===== config.mk =====
export PLATFORM = sky130hd
export DESIGN_NAME = biquad_detector_programming
export DESIGN_NICKNAME = d
export VERILOG_FILES = /design/src/verilog/biquad_detector_programming.v
export VERILOG_INCLUDE_DIRS = /design/src /design/src/verilog
export SDC_FILE = /design/constraint.sdc
export NUM_CORES = 1
export LEC_CHECK = 0
export BUFFER_PORTS_ARGS = -buffer_cell sky130_fd_sc_hd__buf_2
export CAP_MARGIN = 20
export CORE_MARGIN = 10
export CORE_UTILIZATION = 40
export DETAILED_ROUTE_END_ITERATION = 10
export PLACE_DENSITY = 0.51
export SLEW_MARGIN = 20
export SYNTH_ARGS = -nofsm -noshare
export SYNTH_HDL_FRONTEND = slang
export SYNTH_SLANG_ARGS = --single-unit

===== constraint.sdc =====
create_clock -name pclk -period 13.6 [get_ports pclk]
set_clock_uncertainty 0.15 [all_clocks]
set_input_delay 1.36 -clock pclk [delete_from_list [all_inputs] [get_ports pclk]]
set_output_delay 1.36 -clock pclk [all_outputs]
set_load 0.05 [all_outputs]

===== src/verilog/biquad_detector_map.vh =====
// register offsets, field positions and reset values of the filter and detector sequencer
`ifndef BIQUAD_DETECTOR_MAP_VH
`define BIQUAD_DETECTOR_MAP_VH
`define OFS_CTRL 8'h00
`define OFS_STATUS 8'h04
`define OFS_DET1 8'h08
`define OFS_DET2 8'h0C
`define OFS_RCOEF 8'h10
`define OFS_FFCOEF 8'h14
`define OFS_FILT 8'h18
`define CTRL_RESET 2'h3
`define CTRL_DET_EN 0
`define CTRL_FILT_EN 1
`define CYCLE_LAST 5'h1F
`define CYCLE_LOAD 5'h00
`define SEL_BIT 31
`define SCALE_MSB 30
`define SCALE_LSB 27
`define BYPASS_BIT 27
`define BCOEF_MSB 26
`define BCOEF_LSB 14
`define BCOEF_SHIFT 12
`define KSCALE_MSB 9
`define KSCALE_LSB 7
`define JSCALE_MSB 6
`define JSCALE_LSB 4
`define LEVEL_MSB 31
`define LEVEL_LSB 16
`define FILT_IN_MSB 23
`define FILT_IN_LSB 8
`define RANGE_MASK 16'hFFF0
`endif


===== src/verilog/biquad_detector_programming.v =====
// serial programming sequencer, filter data path and level detectors with an apb register view
`include "biquad_detector_map.vh"
module biquad_detector_programming (
  // clock and reset
  input wire pclk,
  input wire presetn,
  // apb slave
  input wire psel,
  input wire penable,
  input wire pwrite,
  input wire [7:0] paddr,
  input wire [31:0] pwdata,
  output reg [31:0] prdata,
  output reg pready,
  output reg pslverr,
  // device pins
  input wire sync_n,
  input wire delay_select,
  input wire recursive_coefficient_stream,
  input wire feedforward_coefficient_stream,
  input wire integrator_scale_stream,
  input wire first_comparison_stream,
  input wire second_comparison_stream,
  input wire filter_data_input,
  input wire first_level_sense_input,
  input wire second_level_sense_input,
  input wire external_delay_input,
  output reg filter_data_output,
  output reg second_level_result_output
);
  localparam NS = 9;
  localparam NP = NS + 2;
  localparam S_RC = 0;
  localparam S_NR = 1;
  localparam S_IC = 2;
  localparam S_LV1 = 3;
  localparam S_LV2 = 4;
  localparam S_FI = 5;
  localparam S_D1 = 6;
  localparam S_D2 = 7;
  localparam S_XD = 8;

  // one integrator update with rectifier, range limit and leak
  function [15:0] integ_step;
    input [15:0] acc;
    input [15:0] det;
    input [15:0] comp;
    input [2:0] k;
    reg [15:0] r;
    reg [15:0] s;
    reg [3:0] sh;
    reg signed [15:0] acc_s;
    reg signed [15:0] sum_s;
    reg signed [15:0] leak_s;
    reg signed [15:0] gain_s;
    begin
      r = det[15] ? ~det : det;
      r = r & `RANGE_MASK;
      s = r + comp;
      sh = {1'b0, k} + 4'h1;
      acc_s = acc;
      sum_s = s;
      // shifts stay in a signed context so negative values keep their sign
      leak_s = acc_s >>> sh;
      gain_s = sum_s >>> sh;
      integ_step = acc - leak_s + gain_s;
    end
  endfunction

  // two-stage synchronisers for every pin input
  wire [NP-1:0] pin_in;
  reg [NP-1:0] meta_r;
  reg [NP-1:0] pin_r;
  assign pin_in = {delay_select, sync_n, external_delay_input, second_level_sense_input,
                   first_level_sense_input, filter_data_input, second_comparison_stream,
                   first_comparison_stream, integrator_scale_stream,
                   feedforward_coefficient_stream, recursive_coefficient_stream};
  always @(posedge pclk or negedge presetn) begin
    if (!presetn) begin
      meta_r <= {NP{1'b1}};
      pin_r <= {NP{1'b1}};
    end else begin
      meta_r <= pin_in;
      pin_r <= meta_r;
    end
  end
  wire sync_low = ~pin_r[NS];
  wire dly_int = pin_r[NS+1];

  // pulse counter, zero is clock pulse one of the cycle
  reg [4:0] pulse_r;
  wire [4:0] pulse_nxt = sync_low ? 5'h00 : pulse_r + 5'h01;
  always @(posedge pclk or negedge presetn) begin
    if (!presetn)
      pulse_r <= `CYCLE_LAST;
    else
      pulse_r <= pulse_nxt;
  end
  wire cyc_end = (pulse_nxt == `CYCLE_LAST);
  reg load_r;
  always @(posedge pclk or negedge presetn) begin
    if (!presetn)
      load_r <= 1'b0;
    else
      load_r <= cyc_end;
  end

  // per-stream shift in, lsb first, whole word latched at pulse 32
  reg [31:0] word_r [0:NS-1];
  genvar g;
  generate
    for (g = 0; g < NS; g = g + 1) begin : stream
      reg [31:0] sh_r;
      always @(posedge pclk or negedge presetn) begin
        if (!presetn) begin
          sh_r <= 32'h00000000;
          word_r[g] <= 32'h00000000;
        end else begin
          sh_r <= {pin_r[g], sh_r[31:1]};
          if (cyc_end)
            word_r[g] <= {pin_r[g], sh_r[31:1]};
        end
      end
    end
  endgenerate

  // fields of the latched words
  wire in_sel = word_r[S_RC][`SEL_BIT];
  wire [3:0] scale_m = word_r[S_RC][`SCALE_MSB:`SCALE_LSB];
  wire bypass_n = word_r[S_NR][`BYPASS_BIT];
  wire [12:0] bcoef = word_r[S_NR][`BCOEF_MSB:`BCOEF_LSB];
  wire [2:0] kscale = word_r[S_IC][`KSCALE_MSB:`KSCALE_LSB];
  wire [2:0] jscale = word_r[S_IC][`JSCALE_MSB:`JSCALE_LSB];
  wire [15:0] level1 = word_r[S_LV1][`LEVEL_MSB:`LEVEL_LSB];
  wire [15:0] level2 = word_r[S_LV2][`LEVEL_MSB:`LEVEL_LSB];
  wire [15:0] det1_in = word_r[S_D1][`LEVEL_MSB:`LEVEL_LSB];
  wire [15:0] det2_in = word_r[S_D2][`LEVEL_MSB:`LEVEL_LSB];
  wire [15:0] ext_in = word_r[S_FI][`FILT_IN_MSB:`FILT_IN_LSB];
  wire [15:0] xdly_in = word_r[S_XD][`FILT_IN_MSB:`FILT_IN_LSB];

  // control register
  reg [1:0] ctrl_r;
  wire det_en = ctrl_r[`CTRL_DET_EN];
  wire filt_en = ctrl_r[`CTRL_FILT_EN];

  // filter data path: source select, recirculation, secondary multiplier
  reg [15:0] filt_r;
  wire [15:0] recirc = dly_int ? filt_r : xdly_in;
  wire [15:0] src = in_sel ? ext_in : recirc;
  wire signed [28:0] prod = $signed(src) * $signed(bcoef);
  wire [15:0] filt_nxt = bypass_n ? prod[`BCOEF_SHIFT+15:`BCOEF_SHIFT] : src;

  // detector integrators
  reg [15:0] acc1_r;
  reg [15:0] acc2_r;
  reg [15:0] det_sh_r;
  reg [15:0] filt_sh_r;
  always @(posedge pclk or negedge presetn) begin
    if (!presetn) begin
      acc1_r <= 16'h0000;
      acc2_r <= 16'h0000;
      filt_r <= 16'h0000;
      det_sh_r <= 16'h0000;
      filt_sh_r <= 16'h0000;
    end else if (load_r) begin
      if (det_en) begin
        acc1_r <= integ_step(acc1_r, det1_in, level1, jscale);
        acc2_r <= integ_step(acc2_r, det2_in, level2, kscale);
      end
      if (filt_en)
        filt_r <= filt_nxt;
      det_sh_r <= acc2_r;
      filt_sh_r <= filt_r;
    end else begin
      det_sh_r <= {1'b0, det_sh_r[15:1]};
      filt_sh_r <= {1'b0, filt_sh_r[15:1]};
    end
  end
  always @(posedge pclk or negedge presetn) begin
    if (!presetn) begin
      second_level_result_output <= 1'b0;
      filter_data_output <= 1'b0;
    end else begin
      second_level_result_output <= det_sh_r[0];
      filter_data_output <= filt_sh_r[0];
    end
  end

  // apb slave, one wait state
  wire access = psel & penable;
  wire done = access & pready;
  reg [31:0] rd_val;
  reg rd_err;
  always @* begin
    rd_val = 32'h00000000;
    rd_err = 1'b0;
    if (paddr == `OFS_CTRL)
      rd_val = {30'h00000000, ctrl_r};
    else if (paddr == `OFS_STATUS)
      rd_val = {17'h00000, acc2_r[15], acc1_r[15], dly_int, bypass_n, in_sel, kscale, jscale, scale_m};
    else if (paddr == `OFS_DET1)
      rd_val = {16'h0000, acc1_r};
    else if (paddr == `OFS_DET2)
      rd_val = {16'h0000, acc2_r};
    else if (paddr == `OFS_RCOEF)
      rd_val = word_r[S_RC];
    else if (paddr == `OFS_FFCOEF)
      rd_val = word_r[S_NR];
    else if (paddr == `OFS_FILT)
      rd_val = {16'h0000, filt_r};
    else
      rd_err = 1'b1;
  end
  always @(posedge pclk or negedge presetn) begin
    if (!presetn) begin
      pready <= 1'b0;
      prdata <= 32'h00000000;
      pslverr <= 1'b0;
      ctrl_r <= `CTRL_RESET;
    end else begin
      pready <= access & ~pready;
      if (access & ~pready) begin
        prdata <= pwrite ? 32'h00000000 : rd_val;
        pslverr <= rd_err;
      end else begin
        prdata <= 32'h00000000;
        pslverr <= 1'b0;
      end
      if (done & pwrite & (paddr == `OFS_CTRL))
        ctrl_r <= pwdata[1:0];
    end
  end
endmodule


After elaboration in Yosys (flattened, before gate mapping)
Cells that the tools add are included.

word-level totals
  flip-flop bits (word level) = 684
  input port bits = 56
  output and inout port bits = 36
  word-level logic and storage cells = 90

cells by class
  add/sub/neg operators = 9
  multipliers = 1
  equality and inequality tests = 7
  shifts and indexed selects = 4
  mux-type cells = 25
  bitwise operators = 8
  reduce and logical (&&, ||, !) cells = 3

operators with widths
  operator                                       number
  2-to-1 mux 32 bit                              8
  2-to-1 mux 16 bit                              8
  adder 16 bit                                   4
  >>> shifter 16 x 4 -> 16 bit                   4
  NOT 16 bit                                     2
  subtractor 16 bit                              2
  multiplier 16 x 13 -> 28 bit                   1
  == test 8 x 5 -> 1 bit, second input constant  3
  == test 8 x 4 -> 1 bit, second input constant  2
  adder 3 x 1 -> 4 bit, second input constant    2
  == test 8 x 3 -> 1 bit, second input constant  1
  zero test 8 bit                                1
  2-to-1 mux 1 bit                               8
  adder 5 x 1 -> 5 bit, second input constant    1
  AND 1 bit                                      5
  == test 5 bit, second input constant           1
  2-to-1 mux 5 bit                               1
  AND reduction 2 bit                            2
  NOT 1 bit                                      1

Longest topological paths before layout
  depth after elaboration = 10
  gate-level depth with buffers = 30
  mapped depth without buffers = 29

Least setup slack after synthesis
No wires, ideal clock.

  kind = register -> register
  start = reg pin_r[10]
  end = reg filt_r[13]
  setup time = 126 ps
  data arrival time = 6716 ps
  required time = 13324 ps
  slack = 6608 ps
  stages on the path, launching flop included = 24
  path buffers = 3
  clock period less this slack = 6992 ps
  path through = dfstp_2 buf_4 buf_1 mux2i_1 o21ai_0 clkbuf_1 nand2_1 fa_1 fa_1 inv_1 fa_1 fa_1 fa_1 ha_1 ha_1 a2111oi_0 o21ai_0 o21a_1 a21oi_1 o21ai_2 a31oi_1 o21ai_2 and4b_1 o32a_1

on the way
  word-level cells in the longest chain between the ends = 4

ends and longest elaborated chain
  what                          line                               text
  from (decl)                   biquad_detector_programming.v:73   reg [NP-1:0] pin_r;
  from (signal assigned)        biquad_detector_programming.v:81   pin_r <= {NP{1'b1}};
  from (signal assigned)        biquad_detector_programming.v:84   pin_r <= meta_r;
  2-to-1 mux 16 bit *           biquad_detector_programming.v:148  wire [15:0] recirc = dly_int ? filt_r : xdly_in;
  2-to-1 mux 16 bit *           biquad_detector_programming.v:149  wire [15:0] src = in_sel ? ext_in : recirc;
  multiplier 16 x 13 -> 28 bit  biquad_detector_programming.v:150  wire signed [28:0] prod = $signed(src) * $signed(bcoef);
  2-to-1 mux 16 bit *           biquad_detector_programming.v:151  wire [15:0] filt_nxt = bypass_n ? prod[`BCOEF_SHIFT+15:`BCOEF_SHIFT] : src;
  to (signal assigned)          biquad_detector_programming.v:171  filt_r <= filt_nxt;
  to (decl)                     biquad_detector_programming.v:147  reg [15:0] filt_r;

Every way passes the cells marked *; elsewhere a longest branch is shown, timed or not.
A chain may end at the register's enable or synchronous reset.

Final worst setup path
  start = reg pin_r[10]
  end = reg filt_r[14]

Same word-level chain as after synthesis.

==> flow_summary_export.csv <==
group,metric,value,unit
routing,routedWlPerCell,18.3,um
routing,vias,18800,
routing,drc,0,
global_routing,grt_pass1_wl,111000,um
placement,io_buffer_count,61,
routing,drtIter0Drc,986,
yosys,synth_area,29300,sq um
die,core,72800,sq um
min_path,hold_class,"flop to flop",
die,rows,99,
finish,fin_nets,3050,
sta,setup_tns,0,ps
yosys,synth_xor_area_share,2.77,%
yosys,synthCells,2634,
die,start_util,40.2,%
routing,firstDrtPassIters,7,
cts,clk_pin_slew,60,ps
worst_setup_path,end_kind,"flop",
yosys,ys_warn_count,0,
routing,routed_wl,66700,um
worst_setup_path,path_class,"flop to flop",
sta,finalWorstSetupSlack,5940,ps
cts,clk-insertion-delay-late,590,ps
global_routing,overflow,0,
die,die-height,291,um
cts,cts_sinks,491,
cts,clk_path_buf_depth,3,
yosys,synth_area_leaders,"dfrtp_1, fa_1, mux2_2",
finish,multiInputGateArea,15600,sq um
global_routing,grt_usage,16.1,%
sta,fin_crit,7660,ps
yosys,yosysTopAreaCell,"dfrtp_1",
yosys,synthArstFlopShare,100,%
power_and_ir_drop,power.total,2950,uW
routing,ant_nets,0,
yosys,synth_nets,3034,
die,die_w,291,um
worst_setup_path,cp-start-kind,"flop",
routing,viasPerCell,5.15,
placement,pre_cts_slack,5980,ps
run,maxCapViolations,0,
yosys,synth_fa_ha_area_share,20.4,%
cts,cts_setup_buffers,0,
placement,gp_congestion,0.869,
cts,tritoncts,"done",
cts,htreeDepth,2,
yosys,synthSimpleGateAreaFrac,9.29,%
finish,nFillCells,6844,
placement,dp_hpwl,48400,um
sta,rsz0062_at_grt,"false",
sta,hold_viol_final,0,
sta,setup-violations-final,0,
cts,cts_hold_buf,0,
sta,max-slew-margin-rel,23.0,%
finish,syn2layout_area_growth,10.3,%
sta,max_freq,0.131,GHz
sta,fin_crit_sh,56.3,%
worst_setup_path,cp.required,13920,ps
yosys,syn_avg_cell_area,11.1,sq um
power_and_ir_drop,ir_drop,0.0784,mV
global_routing,grt_pass1_vias,20200,
worst_setup_path,worstPathMaxFanout,17,
global_routing,grt_max_degree,154,
worst_setup_path,cp.arrival,7980,ps
power_and_ir_drop,power.density,91.2,nW/um^2
yosys,synth_top_area_share,39.4,%
yosys,ys_ff_latch,491,
cts,root_buffer,"clkbuf_16",
finish,stdcell_count,3652,
yosys,synthMuxAreaShare,11.3,%
yosys,synth-seq-area-share,42.0,%
cts,cts_made_buffers,53,
die,dieArea,84500,sq um
status,status,"finished clean",
cts,cts_resized,0,
yosys,ys.flop_type,"dfrtp_1",
placement,dp.cells,3554,
yosys,synth_top_family_by_area,"adder cells",
sta,worstMarginPinSlew,1150,ps
global_routing,antenna_found_initial,4,
power_and_ir_drop,leakagePower,0.0157,uW
sta,drv_slew,0,
finish,drive_above_1_share,16.9,%
die,ios,92,
finish,regArea,12300,sq um
yosys,synth_edf_count,0,
yosys,synth_compound_area_share,9.30,%
yosys,synth_cell_types,70,
-- kinds of logic after synthesis --
group / after synthesis
AND/OR/NAND/NOR: 599
flip-flops: 491
AO/OA/AOI/OAI: 436
buffers and inverters: 384
adder cells (fa/ha/maj): 344
multiplexers: 288
XOR/XNOR: 92
-- flip-flops by register name, summed over array words and instances, names as in the netlist, 2 cells and up --
register	cells
det1_in	12
filt_r	16
acc2_r	16
level1	16
meta_r	11
jscale	3
filt_sh_r	16
pin_r	11
det2_in	12
bcoef	13
level2	16
ext_in	16
word_r	61
ctrl_r	2
stream.sh_r	187
acc1_r	16
scale_m	4
prdata	32
det_sh_r	16
kscale	3
pulse_r	5
-- final cells by class --
class                   instances  area share, %
well taps                     959           3.71
inverters                     246           2.86
clock inverters                18          0.499
clock buffers                  78           4.70
multi-input cells            1759           48.2
diodes                          2         0.0155
flip-flops and latches        491           38.1
repair buffers                 99           1.94
-- layout by cell type (no fill, tap or decap), types with 33 or more instances in the layout --
cell type  synthesis  routed
inv_1            244     244
a21oi_1          110     110
and2_1            90      90
a22oi_1           33      33
nor2_1           115     115
buf_4              1      36
xor2_1            49      49
xnor2_1           42      40
dfrtp_1          462     462
mux2_2           206     206
mux2i_1           69      69
ha_1             122     122
buf_2              3      60
nand2_1          284     284
o21ai_0          138     137
clkbuf_16          0      53
fa_1             222     222
-- synth_stat cells (all sizes together), types with 24 or more instances --
| library cell | count |
|---|---|
| inv | 245 |
| clkbuf | 113 |
| xor2 | 50 |
| o21ai | 144 |
| mux2i | 69 |
| a22oi | 33 |
| nor3 | 25 |
| fa | 222 |
| dfrtp | 462 |
| nor2b | 24 |
| a21oi | 112 |
| dfstp | 29 |
| buf | 25 |
| nand2 | 284 |
| ha | 122 |
| xnor2 | 42 |
| mux2 | 206 |
| and2 | 93 |
| a211oi | 26 |
| nor2 | 115 |
-- critical path, cell delays in order (launching register included) --
cell and delay [ps]:
dfstp_2 940, mux2i_1 180, o21ai_1 910, and2_1 270, fa_1 420, inv_1 80, fa_1 410, inv_1 90
fa_1 440, fa_1 570, fa_1 430, ha_1 300, ha_1 350, a2111oi_0 380, o21ai_0 150, o21a_1 140
a21oi_1 180, o21ai_2 120, a31oi_1 300, o21ai_2 150, a31oi_1 290, mux2i_1 230, nand2_1 60
-- metrics by stage --
step	cell area [sq um]	utilization [%]	hold WS, ps
6_report	32300	44.4	194
3_5_place_dp	30600	42.1	185
4_1_cts	32300	44.4	194
3_3_place_gp	30600	42.1	183
2_1_floorplan	29300	-	181
5_1_grt	32300	44.4	197
-- layer usage --
metal	up-vias	part of all wire, %	GRT usage, %
li1	8823	-	-
met1	9592	47	22.1
met2	303	47	26.4
met3	95	3.7	1.99
met4	0	2.5	4.39
met5	-	0	0
-- worst paths after layout --
check	endpoint	startpoint	slack, ps	cells past startpoint
hold reg to reg	stream[2].sh_r[25]$_DFF_PN0_	stream[2].sh_r[26]$_DFF_PN0_	190	0
min in group asynchronous	stream[3].sh_r[27]$_DFF_PN0_	presetn	680	1
max in group asynchronous	filt_sh_r[3]$_DFF_PN0_	presetn	11000	2
hold / removal	stream[2].sh_r[25]$_DFF_PN0_	stream[2].sh_r[26]$_DFF_PN0_	190	0
setup reg to reg	filt_r[14]$_DFFE_PN0P_	pin_r[10]$_DFF_PN1_	5940	22
setup / recovery	filt_r[14]$_DFFE_PN0P_	pin_r[10]$_DFF_PN1_	5940	22
-- power breakdown --
part / internal [uW] / switching [uW]
registers: 1500 / 17.3
logic: 7.95 / 35.1
clock network: 811 / 578
total: 2320 / 630
(Power assumes the default switching activity.)
